File: src/inc/vps_pkg.sv
package vps_pkg;

  // ****************************************************************
  // programming word layout
  // ****************************************************************
  localparam int WORD_BITS     = 19;
  localparam int FB_BITS       = 16;
  localparam int SEL_BITS      = 3;
  localparam int SEL_POS       = 16;
  localparam int SWALLOW_BITS  = 4;
  localparam int PROG_BITS     = 12;

  // ****************************************************************
  // reference chain ratios
  // ****************************************************************
  localparam int REF_PRESCALE  = 100;
  localparam int REF_TOTAL_0   = 1600;
  localparam int REF_TOTAL_1   = 800;
  localparam int REF_TOTAL_2   = 400;
  localparam int REF_TOTAL_3   = 200;
  localparam int REF_TOTAL_4   = 2000;
  localparam int REF_TOTAL_5   = 1000;
  localparam int REF_TOTAL_6   = 500;
  localparam int REF_TOTAL_7   = 100;
  localparam int REF_STAGE_W   = 5;
  localparam int REF_PRE_W     = 7;

  // ****************************************************************
  // feedback prescaler moduli and limits
  // ****************************************************************
  localparam int PRESC_LOW     = 15;
  localparam int PRESC_HIGH    = 16;
  localparam int FB_RATIO_MIN  = 240;
  localparam int FB_RATIO_MAX  = 65535;

  // ****************************************************************
  // register map and reset values
  // ****************************************************************
  localparam int          AXI_AW         = 8;
  localparam logic [5:0]  REG_CTRL_IDX   = 6'h00;
  localparam logic [5:0]  REG_STATUS_IDX = 6'h01;
  localparam logic [5:0]  REG_WORD_IDX   = 6'h02;
  localparam int          CTRL_PUMP_EN   = 0;
  localparam logic        CTRL_RESET     = 1'b1;
  localparam int          STAT_LOCK      = 0;
  localparam int          STAT_UP        = 1;
  localparam int          STAT_DN        = 2;
  localparam logic [1:0]  RESP_OKAY      = 2'h0;
  localparam logic [1:0]  RESP_SLVERR    = 2'h2;
  localparam logic [18:0] WORD_RESET     = 19'h0_0000;

endpackage

File: src/rtl/vps_fb_div.sv
`timescale 1ns/100ps
module vps_fb_div
  import vps_pkg::*;
(
  input  wire logic                core_clk_i,
  input  wire logic                rst_i,
  input  wire logic                vco_edge_i,
  input  wire logic                restart_i,
  input  wire logic [FB_BITS-1:0]  ratio_i,
  output logic                     fb_pulse_o
);

  // ****************************************************************
  // dual-modulus divider
  // ****************************************************************
  // ratio = 16*(M+1) - 15-cycles count (16-A); needs M >= 15, i.e. 240
  logic [3:0]           pres_r;
  logic [4:0]           swal_r;
  logic [PROG_BITS-1:0] prog_r;
  logic                 pulse_r;

  wire [PROG_BITS-1:0]    m_val    = ratio_i[FB_BITS-1:SWALLOW_BITS];
  wire [SWALLOW_BITS-1:0] a_val    = ratio_i[SWALLOW_BITS-1:0];
  wire [4:0]              swal_new = 5'(PRESC_HIGH) - {1'b0, a_val};
  wire                    low_mod  = (swal_r != 5'h0_0);
  wire [3:0]              pres_top = low_mod ? 4'(PRESC_LOW - 1)
                                             : 4'(PRESC_HIGH - 1);
  wire                    pres_ev  = vco_edge_i && (pres_r == pres_top);
  wire                    cyc_end  = pres_ev && (prog_r == '0);

  // prescaler and swallow/programmable counters
  always_ff @(posedge core_clk_i or posedge rst_i)
  begin
    if (rst_i)
    begin
      pres_r  <= 4'h0;
      swal_r  <= 5'h0_0;
      prog_r  <= '0;
      pulse_r <= 1'b0;
    end
    else if (restart_i)
    begin
      pres_r  <= 4'h0;
      swal_r  <= swal_new;
      prog_r  <= m_val;
      pulse_r <= 1'b0;
    end
    else
    begin
      pulse_r <= cyc_end;
      if (vco_edge_i)
        pres_r <= pres_ev ? 4'h0 : pres_r + 4'h1;
      if (cyc_end)
      begin
        prog_r <= m_val;
        swal_r <= swal_new;
      end
      else if (pres_ev)
      begin
        prog_r <= prog_r - 1'b1;
        if (low_mod)
          swal_r <= swal_r - 5'h0_1;
      end
    end
  end

  assign fb_pulse_o = pulse_r;

endmodule

File: src/rtl/vps_core.sv
// The register offsets and register access over AXI4-Lite were decided locally.
`timescale 1ns/100ps
// Function
// - three-line serial data, clock, load strobe
// - 19-bit word, 3 select then 16 ratio
// - old settings hold until load strobe
// - fixed divide-by-100 then selectable divider
// - select 0xx gives 1600, 800, 400, 200
// - select 1xx gives 2000, 1000, 500, 100
// - open-drain crystal monitor at one hundredth
// - 15/16 prescaler, 4-bit swallow, 12-bit counter
// - feedback ratio equals 16-bit field value
// - feedback ratio must be 240 to 65535
// - phase-frequency comparator, pump up/down, lock
// - open-drain monitors of both divider outputs
// - linear over two pi, repeating beyond
// - beyond one cycle slip one, relock
// - brief glitch on inactive pump allowed
module vps_core
  import vps_pkg::*;
(
  input  wire logic              core_clk_i,
  input  wire logic              rst_i,
  input  wire logic              ref_osc_i,
  input  wire logic              vco_i,
  input  wire logic              ser_data_i,
  input  wire logic              ser_clk_i,
  input  wire logic              ser_load_i,
  input  wire logic              s_axi_awvalid_i,
  output logic                   s_axi_awready_o,
  input  wire logic [AXI_AW-1:0] s_axi_awaddr_i,
  input  wire logic              s_axi_wvalid_i,
  output logic                   s_axi_wready_o,
  input  wire logic [31:0]       s_axi_wdata_i,
  input  wire logic [3:0]        s_axi_wstrb_i,
  output logic                   s_axi_bvalid_o,
  input  wire logic              s_axi_bready_i,
  output logic [1:0]             s_axi_bresp_o,
  input  wire logic              s_axi_arvalid_i,
  output logic                   s_axi_arready_o,
  input  wire logic [AXI_AW-1:0] s_axi_araddr_i,
  output logic                   s_axi_rvalid_o,
  input  wire logic              s_axi_rready_i,
  output logic [31:0]            s_axi_rdata_o,
  output logic [1:0]             s_axi_rresp_o,
  output logic                   xtal_mon_oe_o,
  output logic                   ref_div_monitor_out_oe_o,
  output logic                   fb_div_mon_oe_o,
  output logic                   pump_up_oe_o,
  output logic                   pump_down_out_oe_o,
  output logic                   lock_indicate_n_oe_o
);

  // ****************************************************************
  // helper functions
  // ****************************************************************
  // stage count after the fixed prescaler for a select code
  function automatic logic [REF_STAGE_W-1:0] ref_stage(
    input logic [SEL_BITS-1:0] sel);
    int tot;
    begin
      case (sel)
        3'h0:    tot = REF_TOTAL_0;
        3'h1:    tot = REF_TOTAL_1;
        3'h2:    tot = REF_TOTAL_2;
        3'h3:    tot = REF_TOTAL_3;
        3'h4:    tot = REF_TOTAL_4;
        3'h5:    tot = REF_TOTAL_5;
        3'h6:    tot = REF_TOTAL_6;
        default: tot = REF_TOTAL_7;
      endcase
      ref_stage = REF_STAGE_W'(tot / REF_PRESCALE);
    end
  endfunction

  // ****************************************************************
  // pin synchronisers
  // ****************************************************************
  // every pin is foreign to core_clk; three stages, third for edges
  logic [4:0] sync1_r;
  logic [4:0] sync2_r;
  logic [4:0] sync3_r;

  always_ff @(posedge core_clk_i or posedge rst_i)
  begin
    if (rst_i)
    begin
      sync1_r <= 5'h00;
      sync2_r <= 5'h00;
      sync3_r <= 5'h00;
    end
    else
    begin
      sync1_r <= {ser_load_i, ser_clk_i, ser_data_i, vco_i, ref_osc_i};
      sync2_r <= sync1_r;
      sync3_r <= sync2_r;
    end
  end

  // rising edges seen after the second stage only
  wire ref_edge  = sync2_r[0] && !sync3_r[0];
  wire vco_edge  = sync2_r[1] && !sync3_r[1];
  wire ser_dat   = sync2_r[2];
  wire sclk_edge = sync2_r[3] && !sync3_r[3];
  wire load_edge = sync2_r[4] && !sync3_r[4];

  // ****************************************************************
  // serial word input
  // ****************************************************************
  logic [WORD_BITS-1:0] shift_r;
  logic [WORD_BITS-1:0] word_r;
  logic                 commit_r;

  // shift on clock, commit on strobe
  always_ff @(posedge core_clk_i or posedge rst_i)
  begin
    if (rst_i)
    begin
      shift_r  <= WORD_RESET;
      word_r   <= WORD_RESET;
      commit_r <= 1'b0;
    end
    else
    begin
      // first bit ends up at the top
      if (sclk_edge)
        shift_r <= {shift_r[WORD_BITS-2:0], ser_dat};
      if (load_edge)
        word_r <= shift_r;
      commit_r <= load_edge;
    end
  end

  wire [SEL_BITS-1:0] ref_sel  = word_r[SEL_POS +: SEL_BITS];
  wire [FB_BITS-1:0]  fb_ratio = word_r[FB_BITS-1:0];

  // ****************************************************************
  // reference chain
  // ****************************************************************
  logic [REF_PRE_W-1:0]   pre_cnt_r;
  logic [REF_STAGE_W-1:0] stg_cnt_r;
  logic                   xtal_tog_r;
  logic                   ref_pulse_r;

  wire pre_half = ref_edge && (pre_cnt_r == REF_PRE_W'(REF_PRESCALE/2 - 1));
  wire pre_end  = ref_edge && (pre_cnt_r == REF_PRE_W'(REF_PRESCALE - 1));
  wire stg_end  = pre_end && (stg_cnt_r == ref_stage(ref_sel) - 1'b1);

  always_ff @(posedge core_clk_i or posedge rst_i)
  begin
    if (rst_i)
    begin
      pre_cnt_r   <= '0;
      stg_cnt_r   <= '0;
      xtal_tog_r  <= 1'b0;
      ref_pulse_r <= 1'b0;
    end
    else
    begin
      if (pre_half || pre_end)
        xtal_tog_r <= !xtal_tog_r;
      if (pre_end)
        pre_cnt_r <= '0;
      else if (ref_edge)
        pre_cnt_r <= pre_cnt_r + 1'b1;
      if (commit_r || stg_end)
        stg_cnt_r <= '0;
      else if (pre_end)
        stg_cnt_r <= stg_cnt_r + 1'b1;
      ref_pulse_r <= stg_end && !commit_r;
    end
  end

  // ****************************************************************
  // feedback chain
  // ****************************************************************
  logic fb_pulse;

  vps_fb_div u_fb_div
  (
    .core_clk_i (core_clk_i),
    .rst_i      (rst_i),
    .vco_edge_i (vco_edge),
    .restart_i  (commit_r),
    .ratio_i    (fb_ratio),
    .fb_pulse_o (fb_pulse)
  );

  // ****************************************************************
  // phase-frequency comparator
  // ****************************************************************
  logic ctrl_en_r;
  logic up_r;
  logic dn_r;
  logic up_oe_r;
  logic dn_oe_r;
  logic lock_r;
  logic ref_mon_r;
  logic fb_mon_r;

  wire up_set = up_r || ref_pulse_r;
  wire dn_set = dn_r || fb_pulse;
  wire both   = up_set && dn_set;
  wire up_nxt = up_set && !both;
  wire dn_nxt = dn_set && !both;

  always_ff @(posedge core_clk_i or posedge rst_i)
  begin
    if (rst_i)
    begin
      up_r      <= 1'b0;
      dn_r      <= 1'b0;
      up_oe_r   <= 1'b0;
      dn_oe_r   <= 1'b0;
      lock_r    <= 1'b0;
      ref_mon_r <= 1'b0;
      fb_mon_r  <= 1'b0;
    end
    else
    begin
      up_r    <= up_nxt;
      dn_r    <= dn_nxt;
      // coincident edges clear both, no overlap pulse
      up_oe_r <= up_nxt && ctrl_en_r;
      dn_oe_r <= dn_nxt && ctrl_en_r;
      lock_r  <= !(up_nxt || dn_nxt);
      if (ref_pulse_r)
        ref_mon_r <= !ref_mon_r;
      if (fb_pulse)
        fb_mon_r <= !fb_mon_r;
    end
  end

  // ****************************************************************
  // axi4-lite register slave
  // ****************************************************************
  logic              awready_r;
  logic              wready_r;
  logic              aw_held_r;
  logic              w_held_r;
  logic [5:0]        aw_idx_r;
  logic              wr_en_r;
  logic              wr_bit_r;
  logic              bvalid_r;
  logic [1:0]        bresp_r;
  logic              arready_r;
  logic              rvalid_r;
  logic [31:0]       rdata_r;
  logic [1:0]        rresp_r;

  wire aw_hs   = s_axi_awvalid_i && awready_r;
  wire w_hs    = s_axi_wvalid_i && wready_r;
  wire do_wr   = aw_held_r && w_held_r && !bvalid_r;
  wire wr_ok   = (aw_idx_r == REG_CTRL_IDX);
  wire ar_hs   = s_axi_arvalid_i && arready_r;
  wire [5:0] ar_idx = s_axi_araddr_i[AXI_AW-1:2];
  wire [31:0] status_w = {29'h0, dn_r, up_r, lock_r};
  wire rd_hit  = (ar_idx == REG_CTRL_IDX) || (ar_idx == REG_STATUS_IDX)
               || (ar_idx == REG_WORD_IDX);
  wire [31:0] rd_mux =
      (ar_idx == REG_CTRL_IDX)   ? {31'h0, ctrl_en_r} :
      (ar_idx == REG_STATUS_IDX) ? status_w :
      (ar_idx == REG_WORD_IDX)   ? {13'h0, word_r} : 32'h0000_0000;

  // write path: address and data in either order
  always_ff @(posedge core_clk_i or posedge rst_i)
  begin
    if (rst_i)
    begin
      awready_r <= 1'b0;
      wready_r  <= 1'b0;
      aw_held_r <= 1'b0;
      w_held_r  <= 1'b0;
      aw_idx_r  <= 6'h00;
      wr_en_r   <= 1'b0;
      wr_bit_r  <= 1'b0;
      bvalid_r  <= 1'b0;
      bresp_r   <= RESP_OKAY;
      ctrl_en_r <= CTRL_RESET;
    end
    else
    begin
      if (aw_hs)
        awready_r <= 1'b0;
      else if (!aw_held_r && !bvalid_r)
        awready_r <= 1'b1;
      if (w_hs)
        wready_r <= 1'b0;
      else if (!w_held_r && !bvalid_r)
        wready_r <= 1'b1;
      if (aw_hs)
      begin
        aw_held_r <= 1'b1;
        aw_idx_r  <= s_axi_awaddr_i[AXI_AW-1:2];
      end
      if (w_hs)
      begin
        w_held_r <= 1'b1;
        wr_en_r  <= s_axi_wstrb_i[0];
        wr_bit_r <= s_axi_wdata_i[CTRL_PUMP_EN];
      end
      // pump enable only gates outputs; comparator keeps running
      if (do_wr)
      begin
        aw_held_r <= 1'b0;
        w_held_r  <= 1'b0;
        bvalid_r  <= 1'b1;
        bresp_r   <= wr_ok ? RESP_OKAY : RESP_SLVERR;
        if (wr_ok && wr_en_r)
          ctrl_en_r <= wr_bit_r;
      end
      else if (bvalid_r && s_axi_bready_i)
        bvalid_r <= 1'b0;
    end
  end

  // read path: answer one cycle after the address is taken
  always_ff @(posedge core_clk_i or posedge rst_i)
  begin
    if (rst_i)
    begin
      arready_r <= 1'b0;
      rvalid_r  <= 1'b0;
      rdata_r   <= 32'h0000_0000;
      rresp_r   <= RESP_OKAY;
    end
    else
    begin
      if (ar_hs)
      begin
        arready_r <= 1'b0;
        rvalid_r  <= 1'b1;
        rdata_r   <= rd_mux;
        rresp_r   <= rd_hit ? RESP_OKAY : RESP_SLVERR;
      end
      else if (rvalid_r && s_axi_rready_i)
        rvalid_r <= 1'b0;
      else if (!rvalid_r)
        arready_r <= 1'b1;
    end
  end

  // ****************************************************************
  // outputs
  // ****************************************************************
  assign s_axi_awready_o          = awready_r;
  assign s_axi_wready_o           = wready_r;
  assign s_axi_bvalid_o           = bvalid_r;
  assign s_axi_bresp_o            = bresp_r;
  assign s_axi_arready_o          = arready_r;
  assign s_axi_rvalid_o           = rvalid_r;
  assign s_axi_rdata_o            = rdata_r;
  assign s_axi_rresp_o            = rresp_r;
  assign xtal_mon_oe_o            = xtal_tog_r;
  assign ref_div_monitor_out_oe_o = ref_mon_r;
  assign fb_div_mon_oe_o          = fb_mon_r;
  assign pump_up_oe_o             = up_oe_r;
  assign pump_down_out_oe_o       = dn_oe_r;
  assign lock_indicate_n_oe_o     = lock_r;

endmodule

File: config.mk
export PLATFORM = sky130hd
export DESIGN_NAME = vps_core
export DESIGN_NICKNAME = d
export VERILOG_FILES = /design/src/inc/vps_pkg.sv /design/src/rtl/vps_fb_div.sv /design/src/rtl/vps_core.sv
export SDC_FILE = /design/constraint.sdc
export NUM_CORES = 1
export LEC_CHECK = 0
export ABC_AREA = 1
export ABC_CLOCK_PERIOD_IN_PS = 8050
export BUFFER_PORTS_ARGS = -buffer_cell sky130_fd_sc_hd__buf_2
export CELL_PAD_IN_SITES_DETAIL_PLACEMENT = 1
export CELL_PAD_IN_SITES_GLOBAL_PLACEMENT = 2
export CORE_ASPECT_RATIO = 0.9
export CORE_UTILIZATION = 36
export CTS_CLUSTER_DIAMETER = 40
export DETAILED_ROUTE_END_ITERATION = 8
export PLACE_DENSITY_LB_ADDON = 0.1
export SLEW_MARGIN = 20
export SYNTH_ARGS = -nofsm -noshare
export SYNTH_HDL_FRONTEND = slang
export SYNTH_SLANG_ARGS = --single-unit
File: constraint.sdc
create_clock -name core_clk_i -period 8.05 [get_ports core_clk_i]
set_input_delay 0.805 -clock core_clk_i [delete_from_list [all_inputs] [get_ports core_clk_i]]
set_output_delay 0.805 -clock core_clk_i [all_outputs]
set_load 0.005 [all_outputs]
==> metrics.csv <==
stage,metric,value,unit
clock_network,clkTransAtPathRegs,0.06,ns
clock_network,cts_max_path_buffers,2,
job,cap_violations,0,
worst_setup_path,end_kind,register,
worst_setup_path,cp.arrival,4.13,ns
global_route,grt_start_max_net_pins,83,
yosys,synth_area_leader_cell,dfrtp_1,
global_route,grt_pass1_vias,5083,
power_and_ir_drop,p_int,1.44,mW
yosys,async_flop_share,100,%
clock_network,cts.repair.resized,0,
route,dr.pass1.iters,4,
route,viasPerCell,4.73,
final_layout,syn_to_final_growth,16.9,%
clock_network,cts-htree-levels,4,
clock_network,clock-sinks,133,
yosys,ys.flop_type,dfrtp_1,
yosys,synth_edf_count,0,
power_and_ir_drop,power.density,304,nW/um2
power_and_ir_drop,netSwitchingFraction,35.6,%
final_layout,antenna_cells,0,
final_layout,regArea,3330,um2
sta,clock_skew,0.0118,ns
route,vias,4873,
placement,gp_congestion,0.818,
die,start_util,37.0,%
power_and_ir_drop,p_seq_share,38.9,%
outcome,status,completed,
yosys,yosysTopAreaCellShare,52.5,%
sta,hold_violations,0,
yosys,synthTopCellsByArea,"dfrtp_1 53%, nand2_1 9.3%, inv_1 6.2%",
die,coreArea,17000,um2
die,num_rows,45,
clock_network,clk_latency,0.42,ns
global_route,overflow,0,
sta,setup_violations,0,
global_route,antenna_found_initial,0,
final_layout,multi_input_area,2440,um2
yosys,syn_inst,719,
worst_setup_path,cp_cell_sequence,"inv_2, nand2_1, nand2_1, ha_1, nor2_1, a21oi_1, ha_1, inv_1, o21ai_0, nand2_2, nand3_4, nand2_2, nand4_1, o21ai_2, nand3_2, nand2_1, nand3_2, clkinv_1, nand3_1, nand2_1, nand3_1, o21bai_4, nor2_2",
power_and_ir_drop,pwr-share-clk,33.5,%
sta,worstMarginPinSlew,0.937,ns
sta,rsz0062_at_grt,false,
power_and_ir_drop,power_leakage,3.74,nW
yosys,yosysSeqAreaShare,52.9,%
route,routed_wl,15300,um
clock_network,cts_hold_buf,0,
sta,min_period,3.83,ns
sta,fmax,261,MHz
yosys,yosys_warnings,0,
sta,slew_violations,0,
yosys,synthTopCellsByCount,"156 x nand2_1, 132 x dfrtp_1, 104 x inv_1, 72 x o21ai_0, 48 x nor2_1",
yosys,avgSynthCellArea,8.75,um2
final_layout,nets,859,
worst_setup_path,cp-start-kind,register,
yosys,yosys_register_bits,133,
die,die_w,141,um
route,drc,0,
hold_path,min_path_type,reg -> reg,
final_layout,finalCoreUtilization,43.2,%
die,pin_count,111,
worst_setup_path,critPathMaxStageDelay,0.57,ns
power_and_ir_drop,ir_drop,0.149,mV
yosys,netlist_area,6290,um2
placement,hpwl,11000,um
worst_setup_path,worstSetupPathType,reg -> reg,
worst_setup_path,crit_path_frequent_cell,nand2_1,
yosys,synth.most_common_cell,nand2_1,
final_layout,drive_gt1_share,16.6,%
worst_setup_path,cp_max_fo,8,
power_and_ir_drop,pwr-share-comb,27.6,%
worst_setup_path,crit_path_top_delay_cell,dfrtp_1,
global_route,grt_util_all_layers,18.7,%
clock_network,cts_root_buf,clkbuf_16,
power_and_ir_drop,total_power,2.23,mW
die,die_area,18000,um2
placement,port_buffers,57,
die,dieHeight,127,um
clock_network,cts_tree,done,
sta,max_slew_margin,37.4,%
sta,fin_setup_tns,0,ns
route,drt-initial-drc-count,200,
route,antenna_left,0,
clock_network,cts_buffers,17,
final_layout,fillers,2076,
clock_network,post_cts_buffers,0,
global_route,grt_pass1_wl,26000,um
worst_setup_path,worstPathRequired,8.35,ns
sta,fin_crit_sh,47.5,%
power_and_ir_drop,p_sw,794,uW
yosys,ys_types,44,
route,wl_per_cell,14.9,um
## power groups by stage
| stage | Sequential, mW | Clock (mW) | Combinational, mW |
|---|---|---|---|
| global placement | 0.873 | 0 | 0.590 |
| detailed placement | 0.879 | 0 | 0.621 |
| finish | 0.869 | 0.748 | 0.615 |
| floorplan | 0.854 | 0 | 0.478 |
| CTS | 0.870 | 0.765 | 0.627 |
| global route | 0.885 | 0.795 | 0.708 |
## layout by cell type, fill, tap and decap left out, types with 11 or more instances in the layout
| cell type | count |
|---|---|
| a21oi_1 | 17 |
| ha_1 | 11 |
| nor2_1 | 47 |
| dfrtp_1 | 132 |
| inv_1 | 103 |
| nor3_1 | 11 |
| conb_1 | 15 |
| nand3_1 | 30 |
| xor2_1 | 20 |
| o21ai_0 | 72 |
| buf_2 | 57 |
| nand2_1 | 156 |
| clkbuf_16 | 17 |
## through the flow
step | hold slack, ns | instance area, um2 | setup WS, ns | cells
final | 0.351 | 7350 | 4.22 | 1031
after global routing | 0.366 | 7350 | 3.80 | 1031
after CTS | 0.354 | 7350 | 4.18 | 1031
after detailed placement | 0.339 | 6790 | 4.20 | 1000
after global placement | 0.335 | 6790 | 4.37 | 1000
after floorplan | 0.331 | 6340 | 3.69 | 733
## layout make-up
cell class,count,share of cell area (%)
flip-flops and latches,133,45.3
multi-input cells,462,33.1
clock buffers,21,6.40
inverters,110,5.68
repair buffers,60,4.19
well taps,235,4.00
clock inverters,10,1.33
## worst max-delay path: cells and delay by family, from the launching register on
family	cells	cell delay, ns
adder cells (fa/ha/maj)	2	0.54
AO/OA/AOI/OAI	4	0.70
flip-flops	1	0.57
buffers and inverters	3	0.28
AND/OR/NAND/NOR	14	1.64
## state kept, by name, indices dropped and copies added (netlist names), 4 cells and up
| register | cells |
|---|---|
| aw_idx_r | 6 |
| sync1_r | 5 |
| sync3_r | 4 |
| word_r | 19 |
| u_fb_div.pres_r | 4 |
| u_fb_div.swal_r | 5 |
| shift_r | 19 |
| u_fb_div.prog_r | 12 |
| s_axi_rdata_o | 19 |
| pre_cnt_r | 7 |
| stg_cnt_r | 5 |
| sync2_r | 5 |
## per-layer routing
metal	track usage [%]	part of all wire, %	up-vias
met3	3.86	2.5	15
met5	0	0	-
met1	25.7	50	2397
li1	-	-	2401
met2	29.3	46	60
met4	7.16	1.5	0
## path summary, 6_finish.rpt
check / start / end / slack (ns) / cells after the start
hold / removal: sync1_r[0] / sync2_r[0] / 0.35 / 0
setup reg to reg: word_r[17] / stg_cnt_r[4] / 4.22 / 23
hold reg to reg: sync1_r[0] / sync2_r[0] / 0.35 / 0
max in group asynchronous: rst_i / s_axi_arready_o / 6.36 / 3
min in group asynchronous: rst_i / sync3_r[4] / 0.52 / 2
setup / recovery: word_r[17] / stg_cnt_r[4] / 4.22 / 23
## kinds of logic after synthesis
group                      Yosys count  synth area share, %
xor gates and xnor gates            25                 3.48
adders and majority gates           11                 2.19
DFF                                133                 52.9
buffers and inverters              138                 9.19
and+or+nand+nor                    289                 21.1
AOI/OAI and AO/OA                  122                 11.0
other                                1               0.0596
Note: power is estimated with default switching activity, not from simulation.
